==> src/rtl/arfb_pkg.sv <==
// package for the remote response and association trace frame builder
// assumes one system clock and a byte-wide outbound serial stream
// Notes on behaviour
// - a remote command answer yields one response frame of type 0x97
// - one request may yield several response frames, e.g. node discovery
// - the request's frame identifier is copied unchanged into the response
// - the responder's 64-bit address follows the identifier, high byte first
// - 16-bit network address next; 0xFFFE when it is unknown
// - the two-character command name follows the 16-bit address
// - status byte: 0 ok, 1 error, 2 bad command, 3 bad parameter, 4 failed
// - queried value bytes follow status; writes carry no value bytes
// - association trace frames go out only while the verbose option is on
// - trace frames are suppressed while command mode is active
// - trace frame is type 0x98 followed by one status code byte
// - trace data length varies per event; length field sized per frame
package arfb_pkg;
	localparam logic [7:0] DELIM = 8'h7E;
	localparam logic [7:0] TYPE_RESP = 8'h97;
	localparam logic [7:0] TYPE_TRACE = 8'h98;
	localparam logic [15:0] ADDR16_UNKNOWN = 16'hFFFE;
	localparam int DATA_MAX = 16;
	localparam logic [4:0] DATA_MAX_W = 5'h10;
	localparam logic [4:0] RESP_HDR = 5'h0F;
	localparam logic [4:0] TRACE_HDR = 5'h02;
	localparam logic [4:0] CNT_ZERO = 5'h00;
	localparam logic [4:0] CNT_ONE = 5'h01;
	localparam logic [4:0] RESP_ADDR_END = 5'h09;
	localparam logic [4:0] RESP_N16_END = 5'h0B;
	localparam logic [4:0] RESP_CMD_END = 5'h0D;
	localparam logic [4:0] RESP_STAT_POS = 5'h0E;

	// command outcome codes
	typedef enum logic [7:0] {
		ARFB_ST_OK = 8'h00,
		ARFB_ST_ERROR = 8'h01,
		ARFB_ST_BAD_CMD = 8'h02,
		ARFB_ST_BAD_PARAM = 8'h03,
		ARFB_ST_TX_FAIL = 8'h04
	} arfb_status_t;

	// remote command answer as delivered by the network side
	typedef struct packed {
		logic [7:0] frame_id;
		logic [63:0] addr64;
		logic addr16_known;
		logic [15:0] addr16;
		logic [15:0] cmd_name;
		arfb_status_t status;
		logic [4:0] data_len;
		logic [DATA_MAX*8-1:0] data;
	} arfb_resp_t;

	// association trace event
	typedef struct packed {
		logic [7:0] code;
		logic [4:0] data_len;
		logic [DATA_MAX*8-1:0] data;
	} arfb_trace_t;

	typedef enum logic [4:0] {
		ARFB_IDLE = 5'b00001,
		ARFB_DELIM = 5'b00010,
		ARFB_LEN = 5'b00100,
		ARFB_BODY = 5'b01000,
		ARFB_CSUM = 5'b10000
	} arfb_state_t;
endpackage

==> src/rtl/arfb_frame_builder.sv <==
// frame builder: serialises remote command answers and trace events
// assumes the host sink takes bytes with a ready/valid handshake
`timescale 1ns/1ps
`default_nettype none
module arfb_frame_builder (
	input wire logic i_mclk,
	input wire logic i_rst_n,
	input wire logic i_resp_valid,
	input wire arfb_pkg::arfb_resp_t i_resp,
	output logic o_resp_ready,
	input wire logic i_trace_valid,
	input wire arfb_pkg::arfb_trace_t i_trace,
	output logic o_trace_ready,
	input wire logic i_verbose_assoc_en,
	input wire logic i_command_mode,
	output logic [7:0] o_tx_data,
	output logic o_tx_valid,
	input wire logic i_tx_ready
);
	//----------------------------------------------------------------
	// reset release
	//----------------------------------------------------------------
	logic [1:0] rst_sync_reg;
	wire rst_n = rst_sync_reg[1];
	// two stages so release never lands near a clock edge
	always_ff @(posedge i_mclk or negedge i_rst_n) begin
		if (!i_rst_n) rst_sync_reg <= 2'b00;
		else rst_sync_reg <= {rst_sync_reg[0], 1'b1};
	end

	//----------------------------------------------------------------
	// frame selection
	//----------------------------------------------------------------
	arfb_pkg::arfb_state_t state_reg, state_next;
	logic is_trace_reg;
	arfb_pkg::arfb_resp_t resp_reg;
	arfb_pkg::arfb_trace_t trace_reg;
	logic [4:0] idx_reg, idx_next;
	logic [7:0] sum_reg, sum_next;
	logic [7:0] tx_data_reg, tx_data_next;
	logic tx_valid_reg, resp_rdy_reg, trace_rdy_reg;

	// trace only when enabled and outside command mode
	wire trace_ok = i_verbose_assoc_en && !i_command_mode;
	// responses first: they answer a pending host request
	wire take_resp = (state_reg == arfb_pkg::ARFB_IDLE) && i_resp_valid;
	wire take_trace = (state_reg == arfb_pkg::ARFB_IDLE) && !i_resp_valid
		&& i_trace_valid && trace_ok;
	// trace events arriving while disabled are drained and dropped
	wire drop_trace = (state_reg == arfb_pkg::ARFB_IDLE) && !i_resp_valid
		&& i_trace_valid && !trace_ok;
	// frame data length: header bytes plus per-frame payload
	wire [4:0] body_len = is_trace_reg ?
		arfb_pkg::TRACE_HDR + trace_reg.data_len :
		arfb_pkg::RESP_HDR + resp_reg.data_len;
	wire [15:0] len16 = {11'h000, body_len};
	wire [15:0] n16 = resp_reg.addr16_known ? resp_reg.addr16 :
		arfb_pkg::ADDR16_UNKNOWN;
	wire [4:0] tdi = idx_reg - arfb_pkg::TRACE_HDR;
	wire [4:0] rdi = idx_reg - arfb_pkg::RESP_HDR;
	wire [7:0] trace_byte = (idx_reg == arfb_pkg::CNT_ZERO) ?
		arfb_pkg::TYPE_TRACE : (idx_reg == arfb_pkg::CNT_ONE) ?
		trace_reg.code : trace_reg.data[tdi*8 +: 8];

	// pick byte idx of the response frame data
	function automatic logic [7:0] resp_byte(input logic [4:0] i,
		input arfb_pkg::arfb_resp_t r, input logic [15:0] a16,
		input logic [4:0] di);
		logic [7:0] b;
		b = r.data[di*8 +: 8];
		if (i == arfb_pkg::CNT_ZERO) b = arfb_pkg::TYPE_RESP;
		else if (i == arfb_pkg::CNT_ONE) b = r.frame_id;
		else if (i <= arfb_pkg::RESP_ADDR_END)
			b = r.addr64[(arfb_pkg::RESP_ADDR_END - i)*8 +: 8];
		else if (i <= arfb_pkg::RESP_N16_END)
			b = (i != arfb_pkg::RESP_N16_END) ? a16[15:8] : a16[7:0];
		else if (i <= arfb_pkg::RESP_CMD_END)
			b = (i != arfb_pkg::RESP_CMD_END) ?
				r.cmd_name[15:8] : r.cmd_name[7:0];
		else if (i == arfb_pkg::RESP_STAT_POS) b = r.status;
		return b;
	endfunction

	wire [7:0] body_byte = is_trace_reg ? trace_byte :
		resp_byte(idx_reg, resp_reg, n16, rdi);
	wire accept = !tx_valid_reg || i_tx_ready;

	//----------------------------------------------------------------
	// byte sequencer
	//----------------------------------------------------------------
	// one byte per accepted handshake; checksum over frame data only
	always_comb begin
		state_next = state_reg;
		idx_next = idx_reg;
		sum_next = sum_reg;
		tx_data_next = tx_data_reg;
		if (accept) begin
			unique case (state_reg)
			arfb_pkg::ARFB_IDLE: begin
				if (take_resp || take_trace) begin
					state_next = arfb_pkg::ARFB_DELIM;
				end
			end
			arfb_pkg::ARFB_DELIM: begin
				tx_data_next = arfb_pkg::DELIM;
				idx_next = arfb_pkg::CNT_ZERO;
				sum_next = 8'h00;
				state_next = arfb_pkg::ARFB_LEN;
			end
			arfb_pkg::ARFB_LEN: begin
				tx_data_next = (idx_reg == arfb_pkg::CNT_ZERO) ?
					len16[15:8] : len16[7:0];
				idx_next = idx_reg + 5'h01;
				if (idx_reg == arfb_pkg::CNT_ONE) begin
					idx_next = arfb_pkg::CNT_ZERO;
					state_next = arfb_pkg::ARFB_BODY;
				end
			end
			arfb_pkg::ARFB_BODY: begin
				tx_data_next = body_byte;
				sum_next = sum_reg + body_byte;
				idx_next = idx_reg + 5'h01;
				if (idx_reg == body_len - 5'h01) begin
					state_next = arfb_pkg::ARFB_CSUM;
				end
			end
			arfb_pkg::ARFB_CSUM: begin
				tx_data_next = 8'hFF - sum_reg;
				state_next = arfb_pkg::ARFB_IDLE;
			end
			endcase
		end
	end

	// capture a frame's content on acceptance, so each answer is its own
	// frame and several answers to one request follow with at least one idle cycle between frames
	always_ff @(posedge i_mclk or negedge rst_n) begin
		if (!rst_n) begin
			resp_reg <= '0;
			trace_reg <= '0;
			is_trace_reg <= 1'b0;
		end else if (accept && (take_resp || take_trace)) begin
			resp_reg <= i_resp;
			trace_reg <= i_trace;
			is_trace_reg <= take_trace;
		end
	end

	always_ff @(posedge i_mclk or negedge rst_n) begin
		if (!rst_n) begin
			state_reg <= arfb_pkg::ARFB_IDLE;
			idx_reg <= 5'h00;
			sum_reg <= 8'h00;
			tx_data_reg <= 8'h00;
			tx_valid_reg <= 1'b0;
			resp_rdy_reg <= 1'b0;
			trace_rdy_reg <= 1'b0;
		end else begin
			state_reg <= state_next;
			idx_reg <= idx_next;
			sum_reg <= sum_next;
			tx_data_reg <= tx_data_next;
			if (accept) tx_valid_reg <= state_reg != arfb_pkg::ARFB_IDLE;
			resp_rdy_reg <= accept && take_resp && !resp_rdy_reg;
			trace_rdy_reg <= (accept && take_trace || drop_trace)
				&& !trace_rdy_reg;
		end
	end

	assign o_tx_data = tx_data_reg;
	assign o_tx_valid = tx_valid_reg;
	assign o_resp_ready = resp_rdy_reg;
	assign o_trace_ready = trace_rdy_reg;
endmodule
`default_nettype wire

==> config.mk <==
export PLATFORM = sky130hd
export DESIGN_NAME = arfb_frame_builder
export DESIGN_NICKNAME = d
export VERILOG_FILES = /design/src/rtl/arfb_pkg.sv /design/src/rtl/arfb_frame_builder.sv
export SDC_FILE = /design/constraint.sdc
export NUM_CORES = 1
export LEC_CHECK = 0
export ABC_AREA = 0
export BUFFER_PORTS_ARGS = -buffer_cell sky130_fd_sc_hd__clkbuf_2
export CORE_MARGIN = 1
export CORE_UTILIZATION = 45
export DETAILED_ROUTE_END_ITERATION = 12
export PLACE_DENSITY = 0.78
export SLEW_MARGIN = 15
export SYNTH_ARGS = -nofsm -noshare
export SYNTH_HDL_FRONTEND = slang
export SYNTH_SLANG_ARGS = --single-unit
==> constraint.sdc <==
create_clock -name i_mclk -period 14.6 [get_ports i_mclk]
set_input_delay 2.19 -clock i_mclk [delete_from_list [all_inputs] [get_ports i_mclk]]
set_output_delay 2.19 -clock i_mclk [all_outputs]
set_load 0.05 [all_outputs]
==> results.toml <==
[place]
finalWeightedCongestion = 0.867
post-place-ws_ns = 8.58
dpl.cell_count = 2272
dp_hpwl_mm = 37.5
placedInstanceArea_sq_mm = 0.0223
port-buffer-count = 404

[cts]
clock_edge_transition_at_the_registers_on_the_reported_setup_and_hold_paths_ns = 0.06
clk-insertion-delay-late_ns = 0.58
post_cts_resize_count = 0
number_of_hold_buffers_added_after_cts = 0
cts_inserted_buffers = 46
cts_tree = "done"
clock_sinks = 419
clock_root_buffer = "clkbuf_16"
cts_max_level = 2
cts_buffer_depth = 3
postCtsSetupRepairBufs = 0

[synth]
syn_inst = 1350
synth_cell_type_count = 68
synth_ff_type = "dfrtp_1"
synth-edff-count = 0
synth_async_sr_flop_share_pct = 100
synth.most_common_cell = "dfrtp_1"
yosys.area.top_type_share_pct = 52.9
postSynthRegisterBits = 419
ys_top_cells_by_area = "dfrtp_1 (53%), mux2_2 (22%), mux4_2 (10%)"
ys_warn_count = 0
synth_commonest_cells = "dfrtp_1 (418), mux2_2 (393), mux4_2 (90)"
synthesized_nets = 1763
synth_seq_area_share_pct = 53.0
mappedNetlistArea_sq_mm = 0.0198
synth_top_cell_by_area = "dfrtp_1"
syn_avg_cell_area_sq_um = 14.7

[finish]
areaGrowthSynthToFinish_pct = 20.8
largest_reg_flops = 246
n_fill_cell = 3544
final_layout_size_suffix_gt1_share_pct = 56.3
utilization_pct = 55.3
post-route-cell-area_sq_mm = 0.0239
combined_area_of_the_multi_input_logic_cells_sq_mm = 0.00885
total_area_of_sequential_cells_sq_mm = 0.0105
nNetsFinal = 2148
finish.cell_count_without_fillers = 2366

[setup_path]
reg_to_reg_end = "sum_reg[7]"
critical-path-top-cell-by-count = "a21o_1"
top_delay_family_on_crit_path = "compound AO/OA/AOI/OAI gates"
crit_arrival_ns = 6.05
worst_setup_path_end_kind = "flop"
worstReg2RegStart = "idx_reg[2]"
required_ns = 15.07
worstPathMaxFanout = 32
slowest_delay_ns = 0.83
regToRegSetupSlack_ns = 9.02
critical_path.cell_chain = "inv_1 > ha_2 > buf_4 > mux4_2 > mux4_2 > a22oi_1 > o221ai_1 > ha_1 > a21o_1 > a21oi_1 > nor2b_1 > o21a_1 > o41ai_1 > xnor2_1 > a21o_1 > a21o_1"
ff2ff_path_depth = 16
worst_path_max_delay_cell = "dfrtp_1"
critical_path_buf_inv_count = 2
worstSetupPathType = "flop to flop"
crit_path_start_kind = "flop"

[grt]
grt_use_total_pct = 23.3
grt_pass1_wl_mm = 78.5
grt_use_met3_pct = 4.97
grt_pass1_vias = 13700
grtUsageMet2_pct = 38.6
groute.layer.met1.usage_pct = 29.7
grt_start_max_net_pins = 192
globalRoute.totalOverflow = 0
grt_busiest_layer = "met2"
antenna_found_initial = 11

[routing]
vias_per_cell = 5.48
first_drt_iteration_drcs = 935
postRouteWirelength_mm = 51.3
wire_per_inst_um = 21.7
dr_total_vias = 13000
detail_route.drc_violations = 0
drtPass1Iterations = 5
final_antenna_net_count = 0

[timing]
setup_viol = 0
timing.final.max_slew_violations = 0
worstMarginPinSlew_ns = 1.15
max_clock_freq_ghz = 0.179
final_period_minus_worst_setup_slack_ns = 5.58
worst_hold_slack_ns = 0.343
hold_viol_final = 0
totalNegativeSetupSlack_ns = 0
rsz_0062_raised_after_global_routing = "false"
fin_ws_ns = 9.02
relative_slew_margins_pct = 23.2
fin_skew_ns = 0.0160
final_min_period_over_clock_period_pct = 38.2

[die]
floorplan.initialDensity_pct = 45.8
floorplan.die.height_um = 212
die_w_um = 212
core-area_sq_mm = 0.0432
placement_rows = 76
die-area_sq_mm = 0.0448
io_pins = 405

[power_and_ir_drop]
leakagePower_nw = 12.2
irDropWorstVdd_mv = 0.0984
power.density_cell_area_mw_per_mm2 = 120
power_mw = 2.86

[run]
max_cap_violations = 0

[status]
outcome = "complete, no violations"

[hold_path]
worst_hold_path_type = "flop to async pin"
## worst max path at each step
stage                                from           end  cells past startpoint
final                          idx_reg[2]    sum_reg[7]                     16
after floorplan           rst_sync_reg[1]    idx_reg[0]                      0
after global placement         i_tx_ready  resp_reg[48]                      8
after global routing           idx_reg[2]    sum_reg[7]                     16
after detailed placement       i_tx_ready  resp_reg[49]                      8
after CTS                      idx_reg[2]    sum_reg[7]                     16
## cells in the final DEF (no fill, tap or decap), types with 15 or more instances in the layout
cell type  instances
o21ai_0           28
mux2i_1           29
ha_1              16
a21oi_1           25
clkbuf_2         404
clkbuf_16         46
nand2_1           32
mux4_2            90
buf_4             18
nor2_1            49
mux2_2           393
dfrtp_1          416
inv_1             15
## layout make-up
class                   instances  share of cell area (%)
clock inverters                16                   0.765
inverters                      15                   0.236
clock buffers                  69                    5.68
repair buffers                424                    9.20
multi-input cells             829                    37.0
well taps                     585                    3.06
flip-flops and latches        419                    43.9
diodes                          9                  0.0943
## cells by family (layout without fill, tap and decap cells)
| logic type | Yosys count | count (layout) | share of synthesized area, % |
|---|---|---|---|
| AO/OA/AOI/OAI | 127 | 127 | 4.42 |
| XOR/XNOR | 22 | 22 | 1.05 |
| adder cells (fa/ha/maj) | 19 | 19 | 1.24 |
| buffers and inverters | 102 | 524 | 2.36 |
| flip-flops | 419 | 419 | 53.0 |
| multiplexers | 512 | 512 | 34.1 |
| other | 1 | 10 | 0.0190 |
| AND/OR/NAND/NOR | 148 | 148 | 3.82 |
## worst reg2reg max path, stage by stage (launching register included)
cell and delay, ns:
dfrtp_1 0.83, inv_1 0.19, ha_2 0.64, buf_4 0.53
mux4_2 0.49, mux4_2 0.51, a22oi_1 0.22, o221ai_1 0.23
ha_1 0.33, a21o_1 0.18, a21oi_1 0.22, nor2b_1 0.07
o21a_1 0.19, o41ai_1 0.34, xnor2_1 0.14, a21o_1 0.19
a21o_1 0.17
## routing by layer
metal	up-vias	routed length, um
li1	5827	-
met1	6646	21000
met2	381	25500
met3	105	3070
met4	4	1690
met5	-	24
## where the power goes
part / total [mW] / switching [mW] / internal [mW] / leakage, nW
sequential: 1.24 / 0.0382 / 1.20 / 5.80
combinational: 0.446 / 0.259 / 0.187 / 5.67
clock: 1.17 / 0.477 / 0.697 / 0.756
Power figures use the tool's default switching activity.
